[src/portcd_mux_map.vh]
// constants for the port c/d alternate-function override logic
// assumes inclusion by the mux modules only
`ifndef PORTCD_MUX_MAP_VH
`define PORTCD_MUX_MAP_VH
`define PORT_WIDTH         8
`define PORT_RESET_VALUE   8'h00
`define PC_CHANGE_BASE     16
`define PD_CHANGE_BASE     24
`define PC_OSC_OUT_BIT     7
`define PC_OSC_IN_BIT      6
`define PC_TDI_BIT         5
`define PC_TDO_BIT         4
`define PC_TMS_BIT         3
`define PC_TCK_BIT         2
`define PC_SDA_BIT         1
`define PC_SCL_BIT         0
`define PD_T2A_BIT         7
`define PD_T2B_BIT         6
`define PD_T1A_BIT         5
`define PD_T1B_BIT         4
`define PD_EXTERNAL_IRQ_1_IN_BIT        3
`define PD_EXTERNAL_IRQ_0_IN_BIT        2
`define PD_TX0_BIT         1
`define PD_RX0_BIT         0
`endif

[src/pin_override_cell.v]
// one port pin: chooses between register settings and peripheral overrides
// assumes all inputs share clk; pad input already synchronised upstream
`timescale 1ns/1ps
`default_nettype none
module pin_override_cell (
   // register side
   input  wire pull_global_dis,
   input  wire dir_reg,
   input  wire out_reg,
   // override controls
   input  wire pullup_override_enable,
   input  wire pullup_override_value,
   input  wire direction_override_enable,
   input  wire direction_override_value,
   input  wire pin_value_override_enable,
   input  wire pin_value_override_value,
   input  wire input_enable_override_enable,
   input  wire input_enable_override_value,
   input  wire sleep_in_dis,
   // resolved pin controls
   output wire pull_en,
   output wire drive_en,
   output wire drive_val,
   output wire in_en
);
   wire pull_reg = out_reg & ~dir_reg & ~pull_global_dis;
   assign pull_en   = pullup_override_enable ?
                      pullup_override_value : pull_reg;
   assign drive_en  = direction_override_enable ?
                      direction_override_value : dir_reg;
   assign drive_val = pin_value_override_enable ?
                      pin_value_override_value : out_reg;
   assign in_en     = input_enable_override_enable ?
                      input_enable_override_value : ~sleep_in_dis;
endmodule
`default_nettype wire

[src/portcd_alt_mux.v]
// port c and port d alternate-function override and input routing
// assumes peripheral controls are on clk; pad inputs are asynchronous
// How it works
// - global pull-up disable kills register pull-ups
// - pc7 oscillator output forces input, no pull
// - pc6 oscillator input forces input, no pull
// - test port holds pc5/pc3/pc2 inputs, pulled up
// - pc4 drives test data out while shifting
// - two-wire forces pc1/pc0 to input with sda/scl as pad values, pull gated
// - pc pins are change sources 16-23
// - pd pins are change sources 24-31
// - pd7 drives timer2 compare a when output
// - pd6 drives timer2 compare b when output
// - pd6 feeds timer1 capture input
// - pd5 drives timer1 compare a when output
// - pd4 drives timer1 compare b when output
// - pd4 carries usart1 sync clock both ways
// - pd0 feeds timer3 count input
// - pd3/pd2 feed external interrupts 1/0
// - pd3/pd2 usart1, pd1/pd0 usart0 lines
`timescale 1ns/1ps
`default_nettype none
`include "portcd_mux_map.vh"
module portcd_alt_mux #(
   parameter W = `PORT_WIDTH
) (
   // clock and reset
   input  wire         clk,
   input  wire         reset_n,
   input  wire         clk_en,
   // port registers
   input  wire         pullup_global_disable,
   input  wire [W-1:0] port_c_out,
   input  wire [W-1:0] port_c_dir,
   input  wire [W-1:0] port_d_out,
   input  wire [W-1:0] port_d_dir,
   input  wire         sleep_input_disable,
   // oscillator and test port
   input  wire         async_timer_clock_select,
   input  wire         external_osc_clock_select,
   input  wire         test_port_enable,
   input  wire         instruction_shift_state,
   input  wire         data_shift_state,
   input  wire         test_data_out,
   // two-wire
   input  wire         two_wire_enable,
   input  wire         sda_out,
   input  wire         scl_out,
   // pin change
   input  wire         port_c_change_group_enable,
   input  wire         port_d_change_group_enable,
   input  wire [W-1:0] port_c_change_mask,
   input  wire [W-1:0] port_d_change_mask,
   // timers
   input  wire         timer2_compare_a_en,
   input  wire         timer2_compare_a_out,
   input  wire         timer2_compare_b_en,
   input  wire         timer2_compare_b_out,
   input  wire         timer1_compare_a_en,
   input  wire         timer1_compare_a_out,
   input  wire         timer1_compare_b_en,
   input  wire         timer1_compare_b_out,
   // usarts and interrupts
   input  wire         usart1_sync_mode,
   input  wire         usart1_sync_clock_out,
   input  wire         usart1_tx_enable,
   input  wire         usart1_rx_enable,
   input  wire         usart1_transmit,
   input  wire         usart0_tx_enable,
   input  wire         usart0_rx_enable,
   input  wire         usart0_transmit,
   input  wire         external_irq_0_enable,
   input  wire         external_irq_1_enable,
   // pads
   input  wire [W-1:0] port_c_pad_in,
   input  wire [W-1:0] port_d_pad_in,
   output wire [W-1:0] port_c_pad_out,
   output wire [W-1:0] port_c_pad_oe,
   output wire [W-1:0] port_c_pull_en,
   output wire [W-1:0] port_d_pad_out,
   output wire [W-1:0] port_d_pad_oe,
   output wire [W-1:0] port_d_pull_en,
   // routed inputs
   output reg  [31:16] pin_change_source,
   output reg  [W-1:0] port_c_pin_value,
   output reg  [W-1:0] port_d_pin_value,
   output reg          timer_osc_input,
   output wire         timer_osc_output,
   output reg          test_data_in,
   output reg          test_mode_select,
   output reg          test_clock,
   output reg          sda_in,
   output reg          scl_in,
   output reg          timer1_capture_in,
   output reg          usart1_sync_clock_in,
   output reg          timer3_count_in,
   output reg          external_irq_0_in,
   output reg          external_irq_1_in,
   output reg          usart1_receive,
   output reg          usart0_receive
);
   reg  [W-1:0] c_meta_q, c_sync_q, d_meta_q, d_sync_q;
   reg  [W-1:0] c_pullup_override_enable, c_pullup_override_value, c_direction_override_enable, c_direction_override_value, c_pin_value_override_enable, c_pin_value_override_value;
   reg  [W-1:0] c_dioe, c_diov;
   reg  [W-1:0] d_pullup_override_enable, d_pullup_override_value, d_direction_override_enable, d_direction_override_value, d_pin_value_override_enable, d_pin_value_override_value;
   reg  [W-1:0] d_dioe, d_diov;
   wire [W-1:0] c_ie, d_ie, c_oe_w, d_oe_w;
   wire         as_ext = async_timer_clock_select & external_osc_clock_select;
   wire         tp = test_port_enable;
   wire         twe = two_wire_enable;
   wire [W-1:0] c_chg = port_c_change_mask &
                        {W{port_c_change_group_enable}};
   wire [W-1:0] d_chg = port_d_change_mask &
                        {W{port_d_change_group_enable}};
   wire [W-1:0] c_in  = c_sync_q & c_ie;
   wire [W-1:0] d_in  = d_sync_q & d_ie;

   always @* begin
      c_pullup_override_enable = {W{1'b0}};
      c_pullup_override_value = {W{1'b0}};
      c_direction_override_enable = {W{1'b0}};
      c_direction_override_value = {W{1'b0}};
      c_pin_value_override_enable = {W{1'b0}};
      c_pin_value_override_value = {W{1'b0}};
      c_dioe = c_chg;
      c_diov = {W{1'b1}};
      // oscillator pins
      c_pullup_override_enable[`PC_OSC_OUT_BIT] = as_ext;
      c_direction_override_enable[`PC_OSC_OUT_BIT] = as_ext;
      c_dioe[`PC_OSC_OUT_BIT] = as_ext | c_chg[`PC_OSC_OUT_BIT];
      c_diov[`PC_OSC_OUT_BIT] = as_ext ? async_timer_clock_select
                                       : 1'b1;
      c_pullup_override_enable[`PC_OSC_IN_BIT]  = async_timer_clock_select;
      c_direction_override_enable[`PC_OSC_IN_BIT]  = async_timer_clock_select;
      c_dioe[`PC_OSC_IN_BIT]  = async_timer_clock_select |
                                c_chg[`PC_OSC_IN_BIT];
      c_diov[`PC_OSC_IN_BIT]  = async_timer_clock_select ?
         (external_osc_clock_select | async_timer_clock_select)
         : 1'b1;
      // test port pins
      c_pullup_override_enable[`PC_TDI_BIT] = tp;
      c_pullup_override_value[`PC_TDI_BIT] = 1'b1;
      c_direction_override_enable[`PC_TDI_BIT] = tp;
      c_dioe[`PC_TDI_BIT] = tp | c_chg[`PC_TDI_BIT];
      c_pullup_override_enable[`PC_TMS_BIT] = tp;
      c_pullup_override_value[`PC_TMS_BIT] = 1'b1;
      c_direction_override_enable[`PC_TMS_BIT] = tp;
      c_dioe[`PC_TMS_BIT] = tp | c_chg[`PC_TMS_BIT];
      c_pullup_override_enable[`PC_TCK_BIT] = tp;
      c_pullup_override_value[`PC_TCK_BIT] = 1'b1;
      c_direction_override_enable[`PC_TCK_BIT] = tp;
      c_dioe[`PC_TCK_BIT] = tp | c_chg[`PC_TCK_BIT];
      c_pullup_override_enable[`PC_TDO_BIT] = tp;
      c_pullup_override_value[`PC_TDO_BIT] = 1'b1;
      c_direction_override_enable[`PC_TDO_BIT] = tp;
      c_direction_override_value[`PC_TDO_BIT] = instruction_shift_state |
                            data_shift_state;
      c_pin_value_override_enable[`PC_TDO_BIT] = tp;
      c_pin_value_override_value[`PC_TDO_BIT] = test_data_out;
      c_dioe[`PC_TDO_BIT] = tp | c_chg[`PC_TDO_BIT];
      // two-wire pins
      c_pullup_override_enable[`PC_SDA_BIT] = twe;
      c_pullup_override_value[`PC_SDA_BIT] = port_c_out[`PC_SDA_BIT] &
                            ~pullup_global_disable;
      c_direction_override_enable[`PC_SDA_BIT] = twe;
      c_pin_value_override_enable[`PC_SDA_BIT] = twe;
      c_pin_value_override_value[`PC_SDA_BIT] = sda_out;
      c_pullup_override_enable[`PC_SCL_BIT] = twe;
      c_pullup_override_value[`PC_SCL_BIT] = port_c_out[`PC_SCL_BIT] &
                            ~pullup_global_disable;
      c_direction_override_enable[`PC_SCL_BIT] = twe;
      c_pin_value_override_enable[`PC_SCL_BIT] = twe;
      c_pin_value_override_value[`PC_SCL_BIT] = scl_out;
   end

   always @* begin
      d_pullup_override_enable = {W{1'b0}};
      d_pullup_override_value = {W{1'b0}};
      d_direction_override_enable = {W{1'b0}};
      d_direction_override_value = {W{1'b0}};
      d_pin_value_override_enable = {W{1'b0}};
      d_pin_value_override_value = {W{1'b0}};
      d_dioe = d_chg;
      d_diov = {W{1'b1}};
      // compare outputs only reach the pad while dir bit is output
      d_pin_value_override_enable[`PD_T2A_BIT] = timer2_compare_a_en;
      d_pin_value_override_value[`PD_T2A_BIT] = timer2_compare_a_out;
      d_pin_value_override_enable[`PD_T2B_BIT] = timer2_compare_b_en;
      d_pin_value_override_value[`PD_T2B_BIT] = timer2_compare_b_out;
      d_pin_value_override_enable[`PD_T1A_BIT] = timer1_compare_a_en;
      d_pin_value_override_value[`PD_T1A_BIT] = timer1_compare_a_out;
      d_pin_value_override_enable[`PD_T1B_BIT] = timer1_compare_b_en |
                            usart1_sync_mode;
      d_pin_value_override_value[`PD_T1B_BIT] = usart1_sync_mode ? usart1_sync_clock_out
                            : timer1_compare_b_out;
      // usart lines
      d_pullup_override_enable[`PD_EXTERNAL_IRQ_1_IN_BIT] = usart1_tx_enable;
      d_direction_override_enable[`PD_EXTERNAL_IRQ_1_IN_BIT] = usart1_tx_enable;
      d_direction_override_value[`PD_EXTERNAL_IRQ_1_IN_BIT] = 1'b1;
      d_pin_value_override_enable[`PD_EXTERNAL_IRQ_1_IN_BIT] = usart1_tx_enable;
      d_pin_value_override_value[`PD_EXTERNAL_IRQ_1_IN_BIT] = usart1_transmit;
      d_dioe[`PD_EXTERNAL_IRQ_1_IN_BIT] = external_irq_1_enable | d_chg[`PD_EXTERNAL_IRQ_1_IN_BIT];
      d_pullup_override_enable[`PD_EXTERNAL_IRQ_0_IN_BIT] = usart1_rx_enable;
      d_pullup_override_value[`PD_EXTERNAL_IRQ_0_IN_BIT] = port_d_out[`PD_EXTERNAL_IRQ_0_IN_BIT] &
                             ~pullup_global_disable;
      d_direction_override_enable[`PD_EXTERNAL_IRQ_0_IN_BIT] = usart1_rx_enable;
      d_dioe[`PD_EXTERNAL_IRQ_0_IN_BIT] = external_irq_0_enable | d_chg[`PD_EXTERNAL_IRQ_0_IN_BIT];
      d_pullup_override_enable[`PD_TX0_BIT]  = usart0_tx_enable;
      d_direction_override_enable[`PD_TX0_BIT]  = usart0_tx_enable;
      d_direction_override_value[`PD_TX0_BIT]  = 1'b1;
      d_pin_value_override_enable[`PD_TX0_BIT]  = usart0_tx_enable;
      d_pin_value_override_value[`PD_TX0_BIT]  = usart0_transmit;
      d_pullup_override_enable[`PD_RX0_BIT]  = usart0_rx_enable;
      d_pullup_override_value[`PD_RX0_BIT]  = port_d_out[`PD_RX0_BIT] &
                             ~pullup_global_disable;
      d_direction_override_enable[`PD_RX0_BIT]  = usart0_rx_enable;
   end

   genvar i;
   generate
      for (i = 0; i < W; i = i + 1) begin : g_pin
         pin_override_cell u_c (
            .pull_global_dis             (pullup_global_disable),
            .dir_reg                     (port_c_dir[i]),
            .out_reg                     (port_c_out[i]),
            .pullup_override_enable      (c_pullup_override_enable[i]),
            .pullup_override_value       (c_pullup_override_value[i]),
            .direction_override_enable   (c_direction_override_enable[i]),
            .direction_override_value    (c_direction_override_value[i]),
            .pin_value_override_enable   (c_pin_value_override_enable[i]),
            .pin_value_override_value    (c_pin_value_override_value[i]),
            .input_enable_override_enable(c_dioe[i]),
            .input_enable_override_value (c_diov[i]),
            .sleep_in_dis                (sleep_input_disable),
            .pull_en                     (port_c_pull_en[i]),
            .drive_en                    (c_oe_w[i]),
            .drive_val                   (port_c_pad_out[i]),
            .in_en                       (c_ie[i])
         );
         pin_override_cell u_d (
            .pull_global_dis             (pullup_global_disable),
            .dir_reg                     (port_d_dir[i]),
            .out_reg                     (port_d_out[i]),
            .pullup_override_enable      (d_pullup_override_enable[i]),
            .pullup_override_value       (d_pullup_override_value[i]),
            .direction_override_enable   (d_direction_override_enable[i]),
            .direction_override_value    (d_direction_override_value[i]),
            .pin_value_override_enable   (d_pin_value_override_enable[i]),
            .pin_value_override_value    (d_pin_value_override_value[i]),
            .input_enable_override_enable(d_dioe[i]),
            .input_enable_override_value (d_diov[i]),
            .sleep_in_dis                (sleep_input_disable),
            .pull_en                     (port_d_pull_en[i]),
            .drive_en                    (d_oe_w[i]),
            .drive_val                   (port_d_pad_out[i]),
            .in_en                       (d_ie[i])
         );
      end
   endgenerate

   assign port_c_pad_oe = c_oe_w;
   assign port_d_pad_oe = d_oe_w;
   // oscillator output is analog; digital side only mirrors enable
   assign timer_osc_output = as_ext;

   // pad synchronisers, then registered routing
   always @(posedge clk or negedge reset_n) begin
      if (!reset_n) begin
         c_meta_q             <= `PORT_RESET_VALUE;
         c_sync_q             <= `PORT_RESET_VALUE;
         d_meta_q             <= `PORT_RESET_VALUE;
         d_sync_q             <= `PORT_RESET_VALUE;
         pin_change_source    <= 16'h0000;
         port_c_pin_value     <= `PORT_RESET_VALUE;
         port_d_pin_value     <= `PORT_RESET_VALUE;
         timer_osc_input      <= 1'b0;
         test_data_in         <= 1'b0;
         test_mode_select     <= 1'b0;
         test_clock           <= 1'b0;
         sda_in               <= 1'b0;
         scl_in               <= 1'b0;
         timer1_capture_in    <= 1'b0;
         usart1_sync_clock_in <= 1'b0;
         timer3_count_in      <= 1'b0;
         external_irq_0_in    <= 1'b0;
         external_irq_1_in    <= 1'b0;
         usart1_receive       <= 1'b0;
         usart0_receive       <= 1'b0;
      end else if (clk_en) begin
         c_meta_q             <= port_c_pad_in;
         c_sync_q             <= c_meta_q;
         d_meta_q             <= port_d_pad_in;
         d_sync_q             <= d_meta_q;
         pin_change_source    <= {d_in, c_in};
         port_c_pin_value     <= c_in;
         port_d_pin_value     <= d_in;
         timer_osc_input      <= c_sync_q[`PC_OSC_IN_BIT] &
                                 async_timer_clock_select;
         test_data_in         <= c_sync_q[`PC_TDI_BIT] & tp;
         test_mode_select     <= c_sync_q[`PC_TMS_BIT] & tp;
         test_clock           <= c_sync_q[`PC_TCK_BIT] & tp;
         sda_in               <= c_sync_q[`PC_SDA_BIT];
         scl_in               <= c_sync_q[`PC_SCL_BIT];
         timer1_capture_in    <= d_in[`PD_T2B_BIT];
         usart1_sync_clock_in <= d_in[`PD_T1B_BIT] & usart1_sync_mode &
                                 ~port_d_dir[`PD_T1B_BIT];
         timer3_count_in      <= d_in[`PD_RX0_BIT];
         external_irq_0_in    <= d_in[`PD_EXTERNAL_IRQ_0_IN_BIT];
         external_irq_1_in    <= d_in[`PD_EXTERNAL_IRQ_1_IN_BIT];
         usart1_receive       <= d_in[`PD_EXTERNAL_IRQ_0_IN_BIT];
         usart0_receive       <= d_in[`PD_RX0_BIT];
      end
   end
endmodule
`default_nettype wire

[config.mk]
export PLATFORM = sky130hd
export DESIGN_NAME = portcd_alt_mux
export DESIGN_NICKNAME = d
export VERILOG_FILES = /design/src/pin_override_cell.v /design/src/portcd_alt_mux.v
export VERILOG_INCLUDE_DIRS = /design/src
export SDC_FILE = /design/constraint.sdc
export NUM_CORES = 1
export LEC_CHECK = 0
export BUFFER_PORTS_ARGS = -buffer_cell sky130_fd_sc_hd__buf_2
export CAP_MARGIN = 10
export CORE_MARGIN = 2
export CORE_UTILIZATION = 45
export CTS_BUF_LIST = sky130_fd_sc_hd__clkbuf_2
export DETAILED_ROUTE_END_ITERATION = 8
export PLACE_DENSITY = 0.88
export SYNTH_ARGS = -nofsm -noshare
export SYNTH_HDL_FRONTEND = slang
export SYNTH_SLANG_ARGS = --single-unit
[constraint.sdc]
create_clock -name clk -period 1.73 [get_ports clk]
set_input_delay 0.2595 -clock clk [delete_from_list [all_inputs] [get_ports clk]]
set_output_delay 0.2595 -clock clk [all_outputs]
set_load 0.005 [all_outputs]
==> out/qor.yml, run 1 <==
run_status: "finished clean"
detail_route.drc_violations: 0
cts_tree: "yes"
synth-seq-cells: 55
cp_data_arrival_time_ns: 1.03
drt-total-wl_um: 7189
grt_start_max_net_pins: 77
gp_congestion: 0.7870
die_w_um: 86.99
comb_power_share: 0.250
max_freq_ghz: 0.7744
hold_start: "port_c_pad_in[0]"
crit_type: "flop to output port"
area_growth_syn_to_layout_pct: 20.83
totalNegativeSetupSlack_ns: 0
critPathLaunchType: "flop"
reg2reg_slack_ns: 0.92
power-per-cell-area_mw_per_mm2: 774.7
worst_ir_drop_vdd_mv: 0.5065
grtUsageTotal: 0.1737
mappedNetlistArea_mm2: 0.003099
clock_skew_ns: 0.008816
setup_viol: 0
die_area_mm2: 0.007567
timing.critical_path.max_delay_family: "flip-flops"
max_cap_violations: 0
crit_cells: 1
r2r_cells: 1
fillerInstances: 602
drive_above_1_share: 0.5641
wire_length_of_the_first_global_routing_pass_um: 10270
rr_endpoint: "c_sync_q[5]"
cts.sink_count: 55
vias_per_cell: 4.849
die_span_in_y_um: 86.99
dr_vias: 2468
cts_setup_buffers: 0
tritoncts.num_buffers: 5
hold_viol: 0
hold-path-endpoint: "c_meta_q[0]"
latest_clock_arrival_within_the_worst_skew_pair_ns: 0.42
diodes: 0
pwr-share-clk: 0.212
antenna_found_initial: 0
critical_path_buf_inv_count: 1
final_net_count: 526
place_hpwl_um: 5614
num_io_pins: 192
ys_warn_count: 0
avgRoutedWirePerCell_um: 14.12
critPathMaxFanout: 5
worst_slew_margin_rel: 0.7355
regArea_mm2: 0.001376
syn_nets: 400
power_switching_share: 0.2780
cp_slowest_stage_delay_ns: 0.47
post_synth_inst_count: 302
timing.hold.worst_path_depth: 2
start_util: 0.4613
area_of_the_multi_input_gates_mm2: 0.001018
synth.lib_cells_used.distinct: 26
unrepaired_setup_endpoints_after_global_routing: "no"
cp_cell_sequence: "buf_2"
holdBufCountCts: 1
initialDrtViolationCount: 70
total_power_uw: 2901
grt.overflow.total: 0
finalWorstPathRequiredPeriod_ns: 1.291
p_switching_uw: 806.6
timing_worst_slew_pin_value_ns: 0.3963
synth.avg_cell_area_um2: 10.26
regToRegStartpoint: "c_sync_q[5]"
cts.root.buffer_cell: "clkbuf_2"
detailed_place.area_mm2: 0.003581
first_global_vias: 2261
maxSlewViolCount: 0
detailedRoute.firstPassIterationCount: 4
power.leakage_uw: 0.002004
p_int_uw: 2095
holdCritPathClass: "input pin to flop"
crit_slowest_cell: "dfrtp_1"
count_of_input_and_output_buffers: 191
htree_levels: 2
final_design_area_no_fill_mm2: 0.003745
placement_rows: 30
min_period_over_period: 0.7464
endpoint_kind: "output port"
worst-endpoint-required_ns: 1.47
placeableCoreArea_mm2: 0.006719
synth-seq-area-share: 0.4441
post_cts_resize_count: 0
clk_pin_slew_ns: 0.25
detail-route-antenna-nets: 0
clk_path_buf_depth: 2
power_frac_seq: 0.538
## registers in the layout, indices dropped and copies added (netlist names), 8 cells and up
signal / cells
c_sync_q: 8
pin_change_source: 16
d_meta_q: 8
c_meta_q: 8
d_sync_q: 8
## metrics by stage
step                  util  cells  hold WS, ns  setup slack (ns)
floorplan                -    302     -0.03609            0.5843
global placement    0.5330    491       0.2724            0.4768
detailed placement  0.5330    491       0.2797            0.4530
CTS                 0.5439    500      0.01347            0.4094
global route        0.5574    509     0.001950            0.3374
finish              0.5574    509      0.04736            0.4387
## synthesized netlist by cell type
cell type | number | area [µm²]
buf_4 | 74 | 555.5
dfrtp_1 | 55 | 1376
mux2_2 | 40 | 450.4
inv_1 | 24 | 90.09
nand2_1 | 18 | 67.56
o22ai_1 | 16 | 100.1
a21oi_1 | 13 | 65.06
nor3b_1 | 10 | 75.07
nor2b_1 | 8 | 50.05
nor2_1 | 6 | 22.52
o21ai_1 | 6 | 30.03
buf_2 | 5 | 25.02
a21o_1 | 4 | 30.03
nand3_1 | 4 | 20.02
a211oi_1 | 3 | 22.52
buf_6 | 2 | 22.52
clkbuf_1 | 2 | 7.510
mux2i_1 | 2 | 20.02
nor4b_1 | 2 | 17.52
or2_2 | 2 | 12.51
a41oi_1 | 1 | 8.760
and2_1 | 1 | 6.260
buf_1 | 1 | 3.750
nand2b_1 | 1 | 6.260
nand4b_1 | 1 | 8.760
o21ai_0 | 1 | 5.000
## worst max path at each step
stage | end | start | slack [ns]
6_report | port_d_pin_value[0] | pin_change_source[24] | 0.44
5_1_grt | port_d_pin_value[0] | pin_change_source[24] | 0.34
4_1_cts | port_d_pin_value[0] | pin_change_source[24] | 0.41
3_5_place_dp | port_c_pull_en[7] | async_timer_clock_select | 0.45
3_3_place_gp | port_d_pull_en[3] | port_d_dir[3] | 0.48
2_1_floorplan | port_d_pull_en[4] | pullup_global_disable | 0.58
## layer usage
layer	share of wire	vias to the layer above	global-route usage
li1	-	1193	-
met4	0.011	0	0.04119
met2	0.55	101	0.3262
met1	0.38	1167	0.1961
met3	0.068	7	0.04265
met5	0	-	0
## power groups by stage
stage | clock network [µW] | registers [µW] | logic [µW]
3_5_place_dp | 0 | 1590 | 717
6_report | 616 | 1560 | 725
4_1_cts | 640 | 1560 | 720
3_3_place_gp | 0 | 1580 | 694
5_1_grt | 701 | 1590 | 801
2_1_floorplan | 0 | 1570 | 499
## cell type report
| class | instances | area share |
|---|---|---|
| clock buffers | 5 | 0.006682 |
| clock inverters | 3 | 0.01036 |
| inverters | 24 | 0.02406 |
| multi-input cells | 139 | 0.2720 |
| flip-flops and latches | 55 | 0.3675 |
| well taps | 80 | 0.02673 |
| repair buffers | 203 | 0.2927 |
## cell usage in the layout (no fill, tap or decap), drive strengths merged, types with 3 or more instances in the layout
master / count
buf: 193
dlygate4sd3: 10
o21ai: 7
clkbuf: 5
inv: 24
nor2: 6
a21o: 4
nor2b: 8
dfrtp: 55
o22ai: 16
a21oi: 13
a211oi: 3
mux2: 40
nand2: 18
nand3: 4
nor3b: 10
## cells by family after synthesis
kind of cell	count (synthesis)	share of synthesized area
AOI/OAI and AO/OA	44	0.08438
buffers and inverters	108	0.2273
and+or+nand+nor	53	0.09245
DFF	55	0.4441
muxes	42	0.1518
No activity file was read; power rests on OpenSTA's default activity.
==> run 2, diff against run 1 <==
==> constraint.sdc (replaced) <==
create_clock -name clk -period 1.3 [get_ports clk]
set_input_delay 0.195 -clock clk [delete_from_list [all_inputs] [get_ports clk]]
set_output_delay 0.195 -clock clk [all_outputs]
set_load 0.005 [all_outputs]
==> run 2 against run 1 <==
Compared with the run above:
- sequential power up 33%
- cell count up 1.8%
- first-iteration DRC count up 50%
- non-clock buffer count up 9
- critical path depth unchanged
- total power up 41%
- worst setup slack worse by 0.35 ns
- hold slack worse by 0.0066 ns
- global-route usage up 0.65 points
- wire length about the same
- core utilization up 1.9 points
- via count up 1.7%
- critical path type unchanged
- critical endpoint is now usart1_receive
==> out/qor.yml, run 2 (synthesis gave the netlist of run 1 again) <==
first_global_vias: 2356  # +4.2%
diodes: 0  # unchanged
die_area_mm2: 0.007567  # unchanged
cp_cell_sequence: "buf_2"
htree_levels: 2  # unchanged
vias_per_cell: 4.844  # -0.11%
max_freq_ghz: 0.8236
unrepaired_setup_endpoints_after_global_routing: "yes"
power-per-cell-area_mw_per_mm2: 1057  # +36%
worst-endpoint-required_ns: 1.11  # -0.36 ns
power_switching_share: 0.2622  # -0.01588
cts.root.buffer_cell: "clkbuf_2"
clk_pin_slew_ns: 0.26  # about the same
maxSlewViolCount: 0  # unchanged
timing.critical_path.max_delay_family: "flip-flops"
gp_congestion: 0.7825  # -0.57%
crit_type: "flop to output port"
final_cell_count_no_fill: 518  # +1.8%
initialDrtViolationCount: 105  # +50%
setup_viol: 0  # unchanged
mostFrequentLayoutCell: "buf_2"
total_power_uw: 4091  # +41%
p_switching_uw: 1072  # +33%
placeableCoreArea_mm2: 0.006719  # unchanged
finalWorstPathRequiredPeriod_ns: 1.214
p_int_uw: 3019  # +44%
endpoint_kind: "output port"
placement_rows: 30  # unchanged
max_flop_register: "pin_change_source"
grtUsageTotal: 0.1802  # +0.006466
power_frac_seq: 0.508  # -0.030
pwr-share-clk: 0.250  # +0.038
use_met3: 0.04076  # -0.001896
worst_slew_margin_rel: 0.7233  # -0.01221
clock_skew_ns: 0.01344  # +0.004624 ns
area_growth_syn_to_layout_pct: 24.91
holdCritPathClass: "input pin to flop"
worst_ir_drop_vdd_mv: 0.8307  # +64%
tritoncts.num_buffers: 5  # unchanged
detailedRoute.firstPassIterationCount: 4  # unchanged
avgRoutedWirePerCell_um: 13.88  # -1.7%
count_of_input_and_output_buffers: 191  # unchanged
die_w_um: 86.99  # unchanged
largest_reg_flops: 16  # unchanged
final_net_count: 535  # +1.7%
critPathMaxFanout: 5  # unchanged
met2_grt_util: 0.3317  # +0.005552
die_span_in_y_um: 86.99  # unchanged
utilization: 0.5762  # +0.01881
fin_worst_hold_slack_ns: 0.04076  # -0.006600 ns
cts.sink_count: 55  # unchanged
run_status: "finished clean"
detail-route-antenna-nets: 0  # unchanged
cp_slowest_stage_delay_ns: 0.47  # about the same
hold_viol: 0  # unchanged
grt.overflow.total: 0  # unchanged
detail_route.drc_violations: 0  # unchanged
top_usage_layer: "met2"
drt-total-wl_um: 7191  # about the same
clk_path_buf_depth: 2  # unchanged
post_cts_resize_count: 0  # unchanged
max_cap_violations: 0  # unchanged
timing_worst_slew_pin_value_ns: 0.4146  # +0.01829 ns
crit_slowest_cell: "dfrtp_1"
power.leakage_uw: 0.002060  # +2.8%
min_period_over_period: 0.9340
fillerInstances: 589  # -2.2%
global_route.usage.met1: 0.2070  # +0.01095
critical_path_buf_inv_count: 1  # unchanged
antenna_found_initial: 0  # unchanged
comb_power_share: 0.242  # -0.008
place_hpwl_um: 5653  # +0.69%
totalNegativeSetupSlack_ns: 0  # unchanged
dr_vias: 2509  # +1.7%
wire_length_of_the_first_global_routing_pass_um: 10770  # +4.8%
layout.cells.most_common_list: "buf_2, dfrtp_1, mux2_2, inv_1"
latest_clock_arrival_within_the_worst_skew_pair_ns: 0.41  # about the same
drive_above_1_share: 0.5571  # -0.007025
grt_start_max_net_pins: 56  # -27%
reg2reg_slack_ns: 0.48  # -0.44 ns
cts_tree: "yes"
dp.cells: 492  # +0.20%
cp_data_arrival_time_ns: 1.02  # about the same
num_io_pins: 192  # unchanged
critPathLaunchType: "flop"
start_util: 0.4613  # unchanged
-- run 2: changes by cell type in the layout (fill, tap and decap cells not counted) --
cell / previous run / this run
clkinv_2: 1 / 0
clkbuf_2: 5 / 6
dlygate4sd3_1: 10 / 18
buf_12: 2 / 3
clkinv_1: 1 / 0
bufinv_16: 1 / 2
-- run 2: power groups by stage --
stage / logic (µW) / clock network (µW) / registers [µW]
6_report: 990 / 1020 / 2080
3_3_place_gp: 931 / 0 / 2100
2_1_floorplan: 664 / 0 / 2090
5_1_grt: 1100 / 1130 / 2110
4_1_cts: 1000 / 1050 / 2080
3_5_place_dp: 958 / 0 / 2110
-- run 2: cell type report --
type | instances | area, µm² | area share
Clock inverter | 2 | 60.06 | 0.01551
Sequential cell | 55 | 1376 | 0.3555
Inverter | 24 | 90.09 | 0.02327
Tap cell | 80 | 100.1 | 0.02586
Multi-Input combinational cell | 139 | 1018 | 0.2631
Timing Repair Buffer | 212 | 1196 | 0.3090
Clock buffer | 6 | 30.03 | 0.007757
-- run 2: stage by stage --
stage          cell area [µm²]  worst slack, ns
6_report                  3871          0.08584
5_1_grt                   3871         -0.02546
4_1_cts                   3871          0.04156
3_5_place_dp              3601           0.1702
3_3_place_gp              3601           0.1729
2_1_floorplan             3099           0.2833
-- run 2: final timing paths --
path | cells after the start | endpoint | from
worst max-delay path | 1 | usart1_receive | pin_change_source[26]
worst min-delay path | 3 | pin_change_source[17] | port_c_change_mask[1]
worst max register to register | 1 | c_sync_q[5] | c_sync_q[5]
worst min register to register | 2 | pin_change_source[24] | d_sync_q[0]
max in group asynchronous | 3 | pin_change_source[26] | reset_n
min in group asynchronous | 3 | c_meta_q[3] | reset_n
-- run 2: timing repair --
| item | CTS | global route |
|---|---|---|
| endpoints found under the setup margin | 0 | 13 |
| hold buffers | 18 | 0 |
| endpoints found under the hold margin | 72 | 0 |
| setup buffers | 0 | 0 |
-- run 2: routing by layer --
| layer | up-vias | part of all wire |
|---|---|---|
| met5 | - | 0 |
| met3 | 12 | 0.069 |
| met4 | 0 | 0.017 |
| met1 | 1175 | 0.38 |
| li1 | 1215 | - |
| met2 | 107 | 0.54 |
